[src/design/timer_pair_pkg.sv]
package timer_pair_pkg;

  // Register indices; byte address is four times the index
  localparam logic [7:0] IDX_CONTROL_FLAGS = 8'h88;
  localparam logic [7:0] IDX_MODE_SELECT   = 8'h89;
  localparam logic [7:0] IDX_ZERO_LOW      = 8'h8A;
  localparam logic [7:0] IDX_ONE_LOW       = 8'h8B;
  localparam logic [7:0] IDX_ZERO_HIGH     = 8'h8C;
  localparam logic [7:0] IDX_ONE_HIGH      = 8'h8D;

  localparam int          ADDR_W     = 10;
  localparam int          DATA_W     = 32;
  localparam logic [7:0]  RESET_BYTE = 8'h00;

  // Control register bit positions
  localparam int POS_ONE_OVF   = 7;
  localparam int POS_ONE_RUN   = 6;
  localparam int POS_ZERO_OVF  = 5;
  localparam int POS_ZERO_RUN  = 4;
  localparam int POS_IRQ1_FLAG = 3;
  localparam int POS_IRQ1_EDGE = 2;
  localparam int POS_IRQ0_FLAG = 1;
  localparam int POS_IRQ0_EDGE = 0;

  // Oscillator clocks per peripheral cycle
  localparam int         PERIPH_CLOCKS = 12;
  localparam logic [3:0] PERIPH_LAST   = 4'(PERIPH_CLOCKS - 1);

  localparam logic [4:0] PRESCALE_LAST = 5'h1F;
  localparam logic [7:0] BYTE_LAST     = 8'hFF;

  typedef enum logic [1:0] {
    MODE_13BIT  = 2'b00,
    MODE_16BIT  = 2'b01,
    MODE_RELOAD = 2'b10,
    MODE_SPLIT  = 2'b11
  } timer_mode_e;

  typedef struct packed {
    logic        one_gate;
    logic        one_src;
    timer_mode_e one_mode;
    logic        zero_gate;
    logic        zero_src;
    timer_mode_e zero_mode;
  } mode_sel_s;

  typedef struct packed {
    logic zero;
    logic one;
    logic irq0;
    logic irq1;
  } vector_ack_s;

endpackage

[src/design/dual_timer_counter_pair.sv]
`timescale 1ns/1ps
// Operation
// - Mode 3 splits timer zero into two independent 8-bit timers.
// - Split low byte keeps timer zero's source, gate, run and overflow bits.
// - Split high byte counts clock/12, runs on timer one run, sets its flag.
// - Timer one in mode 3 stops and holds its count.
// - Timer one uses mode bits 7..4 and control bits 7, 6.
// - Gate clear: run alone enables; gate set: also needs interrupt pin high.
// - Source 0 counts divided clock; source 1 counts count-pin falling edges.
// - Mode fields: timer one bits 5..4, timer zero bits 1..0.
// - Overflow sets flag; vectoring to the interrupt clears it.
// - Pin event sets interrupt flag; edge flag clears when processed.
// - Edge-select 1 triggers falling edge; 0 triggers active-low level.
// - Timer one rollover to zero sets timer one overflow flag, except with timer zero in mode 3.
// - Mode 0: 5-bit prescaler in low byte carries into 8-bit high byte.
// - Mode 1: high and low bytes cascade as one 16-bit counter.
// - Timer one matches timer zero in modes 0-2; overflow pulse for baud.
// - Timer operation increments once per 12-clock peripheral cycle.
// - Counter samples pin each peripheral cycle, counts high-then-low.
// - Mode 2: low byte reloads from unchanged high byte on overflow.
module dual_timer_counter_pair
  import timer_pair_pkg::*;
(
  // Clock and reset
  input  wire logic                ref_clk,
  input  wire logic                rst_b,
  // Avalon-MM slave
  input  wire logic [ADDR_W-1:0]   avs_address,
  input  wire logic                avs_read,
  input  wire logic                avs_write,
  input  wire logic [DATA_W-1:0]   avs_writedata,
  input  wire logic [3:0]          avs_byteenable,
  output logic      [DATA_W-1:0]   avs_readdata,
  output logic                     avs_waitrequest,
  // Pins
  input  wire logic                timer_zero_count_pin,
  input  wire logic                timer_one_count_pin,
  input  wire logic                ext_irq_zero_pin,
  input  wire logic                ext_irq_one_pin,
  // Processor interrupt logic
  input  wire vector_ack_s         vector_ack,
  output logic                     timer_zero_overflow_flag,
  output logic                     timer_one_overflow_flag,
  output logic                     ext_irq_zero_flag,
  output logic                     ext_irq_one_flag,
  output logic                     timer_one_overflow_pulse
);

  mode_sel_s   timer_mode_select_q;
  logic        timer_zero_run_q;
  logic        timer_one_run_q;
  logic        ext_irq_zero_edge_select_q;
  logic        ext_irq_one_edge_select_q;
  logic [7:0]  timer_zero_low_byte_q;
  logic [7:0]  timer_zero_high_byte_q;
  logic [7:0]  timer_one_low_byte_q;
  logic [7:0]  timer_one_high_byte_q;
  logic [3:0]  div_q;
  logic        tick;
  logic [3:0]  meta_q;
  logic [3:0]  sync_q;
  logic [3:0]  prev_q;
  logic        zero_samp_q;
  logic        one_samp_q;
  logic        zero_fall_q;
  logic        one_fall_q;

  // Input synchronisers: count0, count1, irq0, irq1
  always_ff @(posedge ref_clk) begin
    if (!rst_b) begin
      meta_q <= 4'hF;
      sync_q <= 4'hF;
      prev_q <= 4'hF;
    end else begin
      meta_q <= {ext_irq_one_pin, ext_irq_zero_pin, timer_one_count_pin, timer_zero_count_pin};
      sync_q <= meta_q;
      prev_q <= sync_q;
    end
  end

  always_ff @(posedge ref_clk) begin
    if (!rst_b) begin
      div_q <= 4'h0;
    end else if (div_q == PERIPH_LAST) begin
      div_q <= 4'h0;
    end else begin
      div_q <= div_q + 4'h1;
    end
  end
  assign tick = (div_q == PERIPH_LAST);

  // Sample count pins once per peripheral cycle
  always_ff @(posedge ref_clk) begin
    if (!rst_b) begin
      zero_samp_q <= 1'b1;
      one_samp_q  <= 1'b1;
      zero_fall_q <= 1'b0;
      one_fall_q  <= 1'b0;
    end else if (tick) begin
      zero_samp_q <= sync_q[0];
      one_samp_q  <= sync_q[1];
      zero_fall_q <= zero_samp_q & ~sync_q[0];
      one_fall_q  <= one_samp_q & ~sync_q[1];
    end
  end

  // Bus decode
  logic [7:0] wr_byte;
  logic [7:0] bus_idx;
  logic       wr_go;
  logic       wr_ctl;
  logic       word_ok;
  assign wr_byte = avs_writedata[7:0];
  assign bus_idx = avs_address[9:2];
  assign word_ok = (avs_address[1:0] == 2'b00);
  assign wr_go   = avs_write & ~avs_waitrequest & avs_byteenable[0] & word_ok;
  assign wr_ctl  = wr_go & (bus_idx == IDX_CONTROL_FLAGS);

  logic zero_en;
  logic one_en;
  logic zero_inc;
  logic one_inc;
  logic split_high_inc;
  assign zero_en = timer_zero_run_q & (~timer_mode_select_q.zero_gate | sync_q[2]);
  assign one_en  = timer_one_run_q & (~timer_mode_select_q.one_gate | sync_q[3]);
  // Source select; counter edge resolved one tick late
  assign zero_inc = tick & zero_en & (~timer_mode_select_q.zero_src | zero_fall_q);
  assign one_inc  = tick & one_en & (~timer_mode_select_q.one_src | one_fall_q);
  // Split high byte is clock/12 only
  assign split_high_inc = tick & timer_one_run_q;

  logic zero_split;
  assign zero_split = (timer_mode_select_q.zero_mode == MODE_SPLIT);

  logic zero_ovf;
  logic zero_high_ovf;
  logic one_ovf;

  // Timer zero counting; a software write to a count byte wins
  always_ff @(posedge ref_clk) begin
    if (!rst_b) begin
      timer_zero_low_byte_q  <= RESET_BYTE;
      timer_zero_high_byte_q <= RESET_BYTE;
      zero_ovf      <= 1'b0;
      zero_high_ovf <= 1'b0;
    end else begin
      zero_ovf      <= 1'b0;
      zero_high_ovf <= 1'b0;
      if (zero_inc) begin
        unique case (timer_mode_select_q.zero_mode)
          MODE_13BIT: begin
            timer_zero_low_byte_q[4:0] <= timer_zero_low_byte_q[4:0] + 5'h01;
            if (timer_zero_low_byte_q[4:0] == PRESCALE_LAST) begin
              timer_zero_high_byte_q <= timer_zero_high_byte_q + 8'h01;
              zero_ovf <= (timer_zero_high_byte_q == BYTE_LAST);
            end
          end
          MODE_16BIT: begin
            timer_zero_low_byte_q <= timer_zero_low_byte_q + 8'h01;
            if (timer_zero_low_byte_q == BYTE_LAST) begin
              timer_zero_high_byte_q <= timer_zero_high_byte_q + 8'h01;
              zero_ovf <= (timer_zero_high_byte_q == BYTE_LAST);
            end
          end
          MODE_RELOAD: begin
            if (timer_zero_low_byte_q == BYTE_LAST) begin
              timer_zero_low_byte_q <= timer_zero_high_byte_q;
              zero_ovf <= 1'b1;
            end else begin
              timer_zero_low_byte_q <= timer_zero_low_byte_q + 8'h01;
            end
          end
          MODE_SPLIT: begin
            timer_zero_low_byte_q <= timer_zero_low_byte_q + 8'h01;
            zero_ovf <= (timer_zero_low_byte_q == BYTE_LAST);
          end
        endcase
      end
      // Split high byte on timer one run
      if (zero_split && split_high_inc) begin
        timer_zero_high_byte_q <= timer_zero_high_byte_q + 8'h01;
        zero_high_ovf <= (timer_zero_high_byte_q == BYTE_LAST);
      end
      if (wr_go && bus_idx == IDX_ZERO_LOW) begin
        timer_zero_low_byte_q <= wr_byte;
      end
      if (wr_go && bus_idx == IDX_ZERO_HIGH) begin
        timer_zero_high_byte_q <= wr_byte;
      end
    end
  end

  // Timer one counting
  always_ff @(posedge ref_clk) begin
    if (!rst_b) begin
      timer_one_low_byte_q  <= RESET_BYTE;
      timer_one_high_byte_q <= RESET_BYTE;
      one_ovf <= 1'b0;
    end else begin
      one_ovf <= 1'b0;
      if (one_inc) begin
        // Same as timer zero in modes 0-2
        unique case (timer_mode_select_q.one_mode)
          MODE_13BIT: begin
            timer_one_low_byte_q[4:0] <= timer_one_low_byte_q[4:0] + 5'h01;
            if (timer_one_low_byte_q[4:0] == PRESCALE_LAST) begin
              timer_one_high_byte_q <= timer_one_high_byte_q + 8'h01;
              one_ovf <= (timer_one_high_byte_q == BYTE_LAST);
            end
          end
          MODE_16BIT: begin
            timer_one_low_byte_q <= timer_one_low_byte_q + 8'h01;
            if (timer_one_low_byte_q == BYTE_LAST) begin
              timer_one_high_byte_q <= timer_one_high_byte_q + 8'h01;
              one_ovf <= (timer_one_high_byte_q == BYTE_LAST);
            end
          end
          MODE_RELOAD: begin
            if (timer_one_low_byte_q == BYTE_LAST) begin
              timer_one_low_byte_q <= timer_one_high_byte_q;
              one_ovf <= 1'b1;
            end else begin
              timer_one_low_byte_q <= timer_one_low_byte_q + 8'h01;
            end
          end
          MODE_SPLIT: begin
            timer_one_low_byte_q <= timer_one_low_byte_q;
          end
        endcase
      end
      if (wr_go && bus_idx == IDX_ONE_LOW) begin
        timer_one_low_byte_q <= wr_byte;
      end
      if (wr_go && bus_idx == IDX_ONE_HIGH) begin
        timer_one_high_byte_q <= wr_byte;
      end
    end
  end

  always_ff @(posedge ref_clk) begin
    if (!rst_b) begin
      timer_one_overflow_pulse <= 1'b0;
    end else begin
      timer_one_overflow_pulse <= one_ovf;
    end
  end

  always_ff @(posedge ref_clk) begin
    if (!rst_b) begin
      timer_mode_select_q <= mode_sel_s'(RESET_BYTE);
    end else if (wr_go && bus_idx == IDX_MODE_SELECT) begin
      timer_mode_select_q <= mode_sel_s'(wr_byte);
    end
  end

  // Run and edge-select bits, software only
  always_ff @(posedge ref_clk) begin
    if (!rst_b) begin
      timer_one_run_q            <= 1'b0;
      timer_zero_run_q           <= 1'b0;
      ext_irq_one_edge_select_q  <= 1'b0;
      ext_irq_zero_edge_select_q <= 1'b0;
    end else if (wr_ctl) begin
      timer_one_run_q            <= wr_byte[POS_ONE_RUN];
      timer_zero_run_q           <= wr_byte[POS_ZERO_RUN];
      ext_irq_one_edge_select_q  <= wr_byte[POS_IRQ1_EDGE];
      ext_irq_zero_edge_select_q <= wr_byte[POS_IRQ0_EDGE];
    end
  end

  // Overflow flags; hardware set beats any clear
  logic one_flag_set;
  assign one_flag_set = zero_split ? zero_high_ovf : one_ovf;
  always_ff @(posedge ref_clk) begin
    if (!rst_b) begin
      timer_zero_overflow_flag <= 1'b0;
      timer_one_overflow_flag  <= 1'b0;
    end else begin
      if (zero_ovf) begin
        timer_zero_overflow_flag <= 1'b1;
      end else if (vector_ack.zero) begin
        timer_zero_overflow_flag <= 1'b0;
      end else if (wr_ctl) begin
        timer_zero_overflow_flag <= wr_byte[POS_ZERO_OVF];
      end
      // Split high byte owns this flag; timer one overflow then unflagged
      if (one_flag_set) begin
        timer_one_overflow_flag <= 1'b1;
      end else if (vector_ack.one) begin
        timer_one_overflow_flag <= 1'b0;
      end else if (wr_ctl) begin
        timer_one_overflow_flag <= wr_byte[POS_ONE_OVF];
      end
    end
  end

  logic irq0_fall;
  logic irq1_fall;
  assign irq0_fall = prev_q[2] & ~sync_q[2];
  assign irq1_fall = prev_q[3] & ~sync_q[3];
  always_ff @(posedge ref_clk) begin
    if (!rst_b) begin
      ext_irq_zero_flag <= 1'b0;
      ext_irq_one_flag  <= 1'b0;
    end else begin
      if (!ext_irq_zero_edge_select_q) begin
        ext_irq_zero_flag <= ~sync_q[2];
      end else if (irq0_fall) begin
        ext_irq_zero_flag <= 1'b1;
      end else if (vector_ack.irq0) begin
        ext_irq_zero_flag <= 1'b0;
      end else if (wr_ctl) begin
        ext_irq_zero_flag <= wr_byte[POS_IRQ0_FLAG];
      end
      if (!ext_irq_one_edge_select_q) begin
        ext_irq_one_flag <= ~sync_q[3];
      end else if (irq1_fall) begin
        ext_irq_one_flag <= 1'b1;
      end else if (vector_ack.irq1) begin
        ext_irq_one_flag <= 1'b0;
      end else if (wr_ctl) begin
        ext_irq_one_flag <= wr_byte[POS_IRQ1_FLAG];
      end
    end
  end

  // Avalon answer one cycle after the request; unmapped reads give zero
  logic [7:0] rd_byte;
  always_comb begin
    rd_byte = 8'h00;
    if (word_ok) begin
      unique case (bus_idx)
        IDX_CONTROL_FLAGS: rd_byte = {timer_one_overflow_flag, timer_one_run_q,
                                      timer_zero_overflow_flag, timer_zero_run_q,
                                      ext_irq_one_flag, ext_irq_one_edge_select_q,
                                      ext_irq_zero_flag, ext_irq_zero_edge_select_q};
        IDX_MODE_SELECT:   rd_byte = timer_mode_select_q;
        IDX_ZERO_LOW:      rd_byte = timer_zero_low_byte_q;
        IDX_ZERO_HIGH:     rd_byte = timer_zero_high_byte_q;
        IDX_ONE_LOW:       rd_byte = timer_one_low_byte_q;
        IDX_ONE_HIGH:      rd_byte = timer_one_high_byte_q;
        default:           rd_byte = 8'h00;
      endcase
    end
  end

  always_ff @(posedge ref_clk) begin
    if (!rst_b) begin
      avs_waitrequest <= 1'b1;
      avs_readdata    <= 32'h0000_0000;
    end else begin
      avs_waitrequest <= ~((avs_read | avs_write) & avs_waitrequest);
      if (avs_read && avs_waitrequest) begin
        avs_readdata <= {24'h00_0000, rd_byte};
      end
    end
  end

endmodule

[config.mk]
export PLATFORM = sky130hd
export DESIGN_NAME = dual_timer_counter_pair
export DESIGN_NICKNAME = d
export VERILOG_FILES = /design/src/design/timer_pair_pkg.sv /design/src/design/dual_timer_counter_pair.sv
export SDC_FILE = /design/constraint.sdc
export NUM_CORES = 1
export LEC_CHECK = 0
export BUFFER_PORTS_ARGS = -buffer_cell sky130_fd_sc_hd__buf_2
export CAP_MARGIN = 20
export CORE_MARGIN = 4
export CORE_UTILIZATION = 25
export CTS_BUF_LIST = sky130_fd_sc_hd__clkbuf_4 sky130_fd_sc_hd__clkbuf_8 sky130_fd_sc_hd__clkbuf_16
export CTS_CLUSTER_DIAMETER = 30
export DETAILED_ROUTE_END_ITERATION = 16
export GPL_ROUTABILITY_DRIVEN = 0
export GPL_TIMING_DRIVEN = 0
export SLEW_MARGIN = 20
export SYNTH_ARGS = -nofsm -noshare
export SYNTH_HDL_FRONTEND = slang
export SYNTH_SLANG_ARGS = --single-unit
export TNS_END_PERCENT = 30
[constraint.sdc]
create_clock -name ref_clk -period 2 [get_ports ref_clk]
set_input_delay 0 -clock ref_clk [delete_from_list [all_inputs] [get_ports ref_clk]]
set_output_delay 0 -clock ref_clk [all_outputs]
set_load 0.05 [all_outputs]
=== Word level (Yosys, flattened, before mapping) ===
Cells that the tools add are included.

* Flip-flop bits (word level): 81
* Latch bits: 0
* Memory bits (writable): 0
* Bits in read-only memories: 0
* Input bits: 58
* Output and inout port bits: 38
* Logic and storage cells: 175
* Memories: 0

* Add/sub/neg operators: 7
* Multipliers: 0
* Divide/modulo/power cells: 0
* $lt $le $gt $ge: 0
* Equal/unequal tests: 26
* Shifts and indexed selects: 0
* Multiplexer cells: 46
* Bitwise gates (word level): 32
* Reductions and logical operators: 30

{| class="wikitable"
|+ Operators by type and width
! kind !! count
|-
| 8-bit 2-to-1 mux || 16
|-
| 8-bit equality test (second input constant) || 10
|-
| 8-bit one-hot mux with 6 select lines || 1
|-
| 8-bit by 1-bit adder with 8-bit output (second input constant) || 4
|-
| 8-bit one-hot mux with 2 select lines || 2
|-
| 5-bit one-hot mux with 3 select lines || 2
|-
| 1-bit 2-to-1 mux || 21
|-
| 3-bit nonzero test || 6
|-
| 1-bit AND || 16
|-
| 3-bit one-hot mux with 2 select lines || 2
|-
| 2-bit AND reduction || 6
|-
| 1-bit inverter || 11
|-
| 5-bit by 1-bit adder with 5-bit output (second input constant) || 2
|-
| 5-bit equality test (second input constant) || 2
|-
| 2-bit equality test (second input constant) || 4
|-
| 4-bit by 2-bit != test with 1-bit output (second input constant) || 2
|-
| 4-bit != test (second input constant) || 2
|-
| 4-bit AND reduction || 2
|-
| 1-bit logical AND || 7
|-
| 2-bit zero test || 3
|-
| 3-bit != test (second input constant) || 2
|-
| 2-bit nonzero test || 3
|-
| 1-bit bitwise OR || 5
|-
| 4-bit by 1-bit adder with 4-bit output (second input constant) || 1
|-
| other kinds (7) || 9
|}

=== Depth between registers and ports, before layout ===
* Word-level depth: 9
* Depth in mapped cells: 8
* Mapped depth without buffers: 8

=== Worst setup path after synthesis ===
Ideal clock, no wire load.

* Kind: flip-flop to flip-flop
* From: reg div_q[0]
* To: reg timer_zero_high_byte_q[7]
* Library setup time: 74 ps
* Arrival time: 2087 ps
* Required time: 1926 ps
* Slack: -161 ps
* Stages on the path, launching flop included: 8
* Path buffers: 1
* Clock period less this slack: 2161 ps
* Cells stage by stage: dfxtp_1 -> ha_1 -> nand4b_1 -> or3_1 -> buf_2 -> o32a_1 -> or4_1 -> a31oi_1

* Longest elaborated chain between the ends: 5
* Elaborated cells on any way between the ends: 12
* Those cells by class: 3 x eq/ne; 2 x mux; 3 x bitwise; 4 x reduce/logical

{| class="wikitable"
|+ Ends and longest elaborated chain
! item !! line !! text
|-
| from (decl) || dual_timer_counter_pair.sv:58 || <nowiki>logic [3:0] div_q;</nowiki>
|-
| from (signal assigned) || dual_timer_counter_pair.sv:87 || <nowiki>div_q <= div_q + 4'h1;</nowiki>
|-
| 4-bit equality test * || dual_timer_counter_pair.sv:90 || <nowiki>assign tick = (div_q == PERIPH_LAST);</nowiki>
|-
| 1-bit AND (on tied branches) || dual_timer_counter_pair.sv:130, dual_timer_counter_pair.sv:127 ||
|-
| 1-bit logical AND or 1-bit AND (tied branches) || dual_timer_counter_pair.sv:180, dual_timer_counter_pair.sv:127 ||
|-
| 4-bit != test (no source line), or another cell as far along || -- ||
|-
| 4-bit AND reduction (no source line) or 8-bit 2-to-1 mux (tied branches) || -- ||
|-
| to (signal assigned) || dual_timer_counter_pair.sv:154 || <nowiki>timer_zero_high_byte_q <= timer_zero_high_byte_q + 8'h01;</nowiki>
|-
| to (signal assigned) || dual_timer_counter_pair.sv:181 || <nowiki>timer_zero_high_byte_q <= timer_zero_high_byte_q + 8'h01;</nowiki>
|-
| to (signal assigned) || dual_timer_counter_pair.sv:188 || <nowiki>timer_zero_high_byte_q <= wr_byte;</nowiki>
|-
| to (decl) || dual_timer_counter_pair.sv:55 || <nowiki>logic [7:0] timer_zero_high_byte_q;</nowiki>
|}

Every way passes the cells marked *; elsewhere a longest branch is shown, timed or not.
A chain may end at the register's enable or synchronous reset.

=== Worst setup path in the final report ===
* From: in rst_b
* To: reg avs_waitrequest

{| class="wikitable"
|+ RTL lines
! item !! line !! text
|-
| from (decl) || dual_timer_counter_pair.sv:26 || <nowiki>input wire logic rst_b,</nowiki>
|-
| to (signal assigned) || dual_timer_counter_pair.sv:352 || <nowiki>avs_waitrequest <= ~((avs_read | avs_write) & avs_waitrequest);</nowiki>
|-
| to (decl) || dual_timer_counter_pair.sv:34 || <nowiki>output logic avs_waitrequest,</nowiki>
|}

No word-level cell between the ends.

==> summary.txt <==
Global routing
  • Number of global-route vias before repair: between 4000 and 5000
  • Total gr overflow: 0
  • Initial antenna violation count: 0
  • Largest net degree at the start of global routing: 14
  • First-pass GRT wire length: approximately 23000 um
  • Total track usage: 0.148

STA
  • Fin Setup TNS: -0.0847 ns
  • Hold WS: 0.00912 ns
  • Final-report setup violation count: 4
  • RSZ-0062 raised after global routing: true
  • Slew @ Worst Pin: about 0.80 ns
  • Slew headroom: 0.464
  • Final worst setup slack: -0.0380 ns
  • Fmax: between 0.4 and 0.5 GHz
  • Worst Clk Skew: roughly 0.0087 ns
  • Post-route minimum period: 2.04 ns
  • Slew Limit Fails: 0
  • Tcrit/Tclk final: 1.02
  • Final Hold Fails: 0

Run status
  • Failing checks: setup timing
  • Status: finished with violations

Clock tree
  • Root Driver: clkbuf_16
  • Clk pin slew, worst setup/hold paths: around 0.07 ns
  • CTS Buf Count: 9
  • Clock Sinks: a little under 80
  • H-tree levels: 3
  • Clk_lat worst skew: around 0.35 ns
  • CTS Buffer Depth: 2
  • CTS tree: yes

Synth
  • #FFs+latches synth: 79
  • Syn. warnings: 0
  • Post-synth EDFFs: 0
  • Ys flop type: dfxtp_1
  • Distinct cell type count of the synthesized netlist: 62
  • Mapped Area: about 0.0045 mm2
  • Seq/Total Area, Yosys: 0.353
  • Syn_area_per_cell: about 8.4 um2
  • Ys async rst share: 0
  • Gate Count Post-Synth: 536

Setup path
  • Crit path max fanout: 10
  • Worst Path Arrival: about 2.3 ns
  • Worst EP required: 2.23 ns
  • Reg2Reg Depth: 6
  • Crit. End Element: register
  • Crit start category: input port
  • WS Path Type: in2reg

Route
  • Via Count: about 4500
  • Drt first pass iters: 5
  • Mean routed wirelength per cell: 17.5 um
  • Vias/cell: between 5 and 6
  • WL final: between 15000 and 20000 um
  • DRT antenna net count: 0
  • DR iter-0 viols: 556
  • DRC viols: 0

Final layout
  • Share of layout cells above drive strength 1: 0.257
  • ANT cells: 0
  • Area growth syn-to-layout: 32.4%
  • Commonest non-fill, non-tap cell in the layout: dfxtp_1
  • Nets: 716
  • Post-layout util: 0.341
  • Fill count: 1820
  • Commonest cells after routing, fill and taps aside: dfxtp_1 (68), buf_4 (51), buf_2 (45), nand2_1 (45), o21ai_0 (42)

Floorplan
  • Rows: 48
  • Core ar.: around 0.017 mm2
  • I/O pins: between 90 and 100
  • Die X: 142 um
  • Area of the die: 0.0201 mm2
  • Die H: 142 um
  • Initial Utilization: 0.257

Power and ir drop
  • Clock power frac: 0.456
  • Switching Power: 0.000934 W
  • Internal power: between 0.002 and 0.003 W
  • Leakage: between 2 and 2.5 nW
  • Flop pwr share: 0.445
  • Comb power frac: 0.099
  • Tot Pwr: approximately 0.0036 W
  • Peak VDD IR: 0.400 mV
  • Sw frac: 0.260
  • Pwr dens: approximately 600 mW/mm2

Job
  • Maxcap violations: 0

Hold path
  • Hold path depth: 3
  • Hold WC Path Type: in2reg

Placed design
  • DP Wirelength: roughly 11000 um
  • Place WS: -0.384 ns
  • # port buffers: a little over 40
cells by family (layout without fill, tap and decap cells):
kind of cell,after synthesis,in the layout,synth area share
compound gates,138,138,0.201
xor+xnor,8,8,0.0156
fa+ha+maj,12,12,0.0335
buf+inv,63,153,0.0754
flops,79,79,0.353
mux,39,39,0.0882
other cells,1,24,0.000837
simple gates,196,196,0.233
Yosys cell counts, types with 6 or more instances:
cell type | instances | area, um2
a21oi_1 | 18 | 90.1
a221oi_1 | 10 | 87.6
a2bb2oi_1 | 7 | 61.3
a31oi_1 | 9 | 56.3
and3_1 | 9 | 56.3
buf_4 | 24 | 180
clkbuf_1 | 21 | 78.8
dfxtp_1 | 79 | 1580
ha_1 | 12 | 150
inv_1 | 11 | 41.3
mux2i_1 | 35 | 350
nand2_1 | 46 | 173
nand2b_1 | 13 | 81.3
nand3_1 | 19 | 95.1
nand4_1 | 10 | 62.6
nor2_1 | 40 | 150
nor2b_1 | 8 | 50.1
nor3_1 | 11 | 55.1
o21ai_0 | 47 | 235
o22ai_1 | 7 | 43.8
or3_1 | 9 | 56.3
xor2_1 | 6 | 52.6
cell type report:
class	instances	area (um2)	share of cell area
Inverter	12	45.0	0.00759
Clock buffer	9	225	0.0380
Multi-Input combinational cell	417	2890	0.487
Sequential cell	79	1610	0.271
Tap cell	225	282	0.0474
Timing Repair Buffer	79	519	0.0875
Clock inverter	5	60.1	0.0101
Buffer	48	305	0.0515
per-layer routing:
| metal | routed length (um) | GRT usage | part of all wire | up-vias |
|---|---|---|---|---|
| met5 | 0 | 0 | 0 | - |
| met4 | 271 | 0.0480 | 0.018 | 0 |
| met3 | 1310 | 0.0364 | 0.086 | 19 |
| met2 | 6580 | 0.217 | 0.43 | 206 |
| met1 | 7150 | 0.211 | 0.47 | 2105 |
| li1 | - | - | - | 2151 |
power groups by stage:
stage,logic (W),registers (W),clock network (W)
6_report,0.000356,0.00160,0.00164
5_1_grt,0.000379,0.00160,0.00172
4_1_cts,0.000349,0.00160,0.00166
3_5_place_dp,0.000328,0.00164,0
3_3_place_gp,0.000329,0.00164,0
2_1_floorplan,0.000224,0.00164,0
worst max-delay path: stages:
cell,delay [ns]
clkbuf_1,0.41
clkbuf_1,0.43
clkbuf_1,0.66
o211ai_1,0.17
dlygate4sd3_1,0.59
path summary, 6_finish.rpt:
check	start	endpoint	slack, ns
min	avs_writedata[1]	timer_mode_select_q[1]	0.009
max	rst_b	avs_waitrequest	-0.04
min reg2reg	meta_q[3]	sync_q[3]	0.41
max reg2reg	timer_zero_low_byte_q[3]	timer_zero_high_byte_q[4]	-0.02
sequential cells by signal (all words and copies together), names as in the netlist, 2 cells and up:
signal	cells
timer_one_high_byte_q	8
timer_zero_high_byte_q	8
sync_q	4
meta_q	4
div_q	4
prev_q	2
timer_one_low_byte_q	8
timer_zero_low_byte_q	8
avs_readdata	8
timer_mode_select_q	8
repair_timing:
action,in CTS,in global routing
cloned,1,0
gates resized for setup,20,61
setup buffers,11,15
endpoints found under the setup margin,34,40
pin swaps,9,19
endpoints found under the hold margin,12,0
hold buffers,11,0
through the flow:
stage / instances / area [um2]
finish: 874 / 5930
global route: 874 / 5930
CTS: 862 / 5620
detailed placement: 825 / 5080
global placement: 825 / 5080
floorplan: 559 / 4600
(Power assumes the default switching activity.)
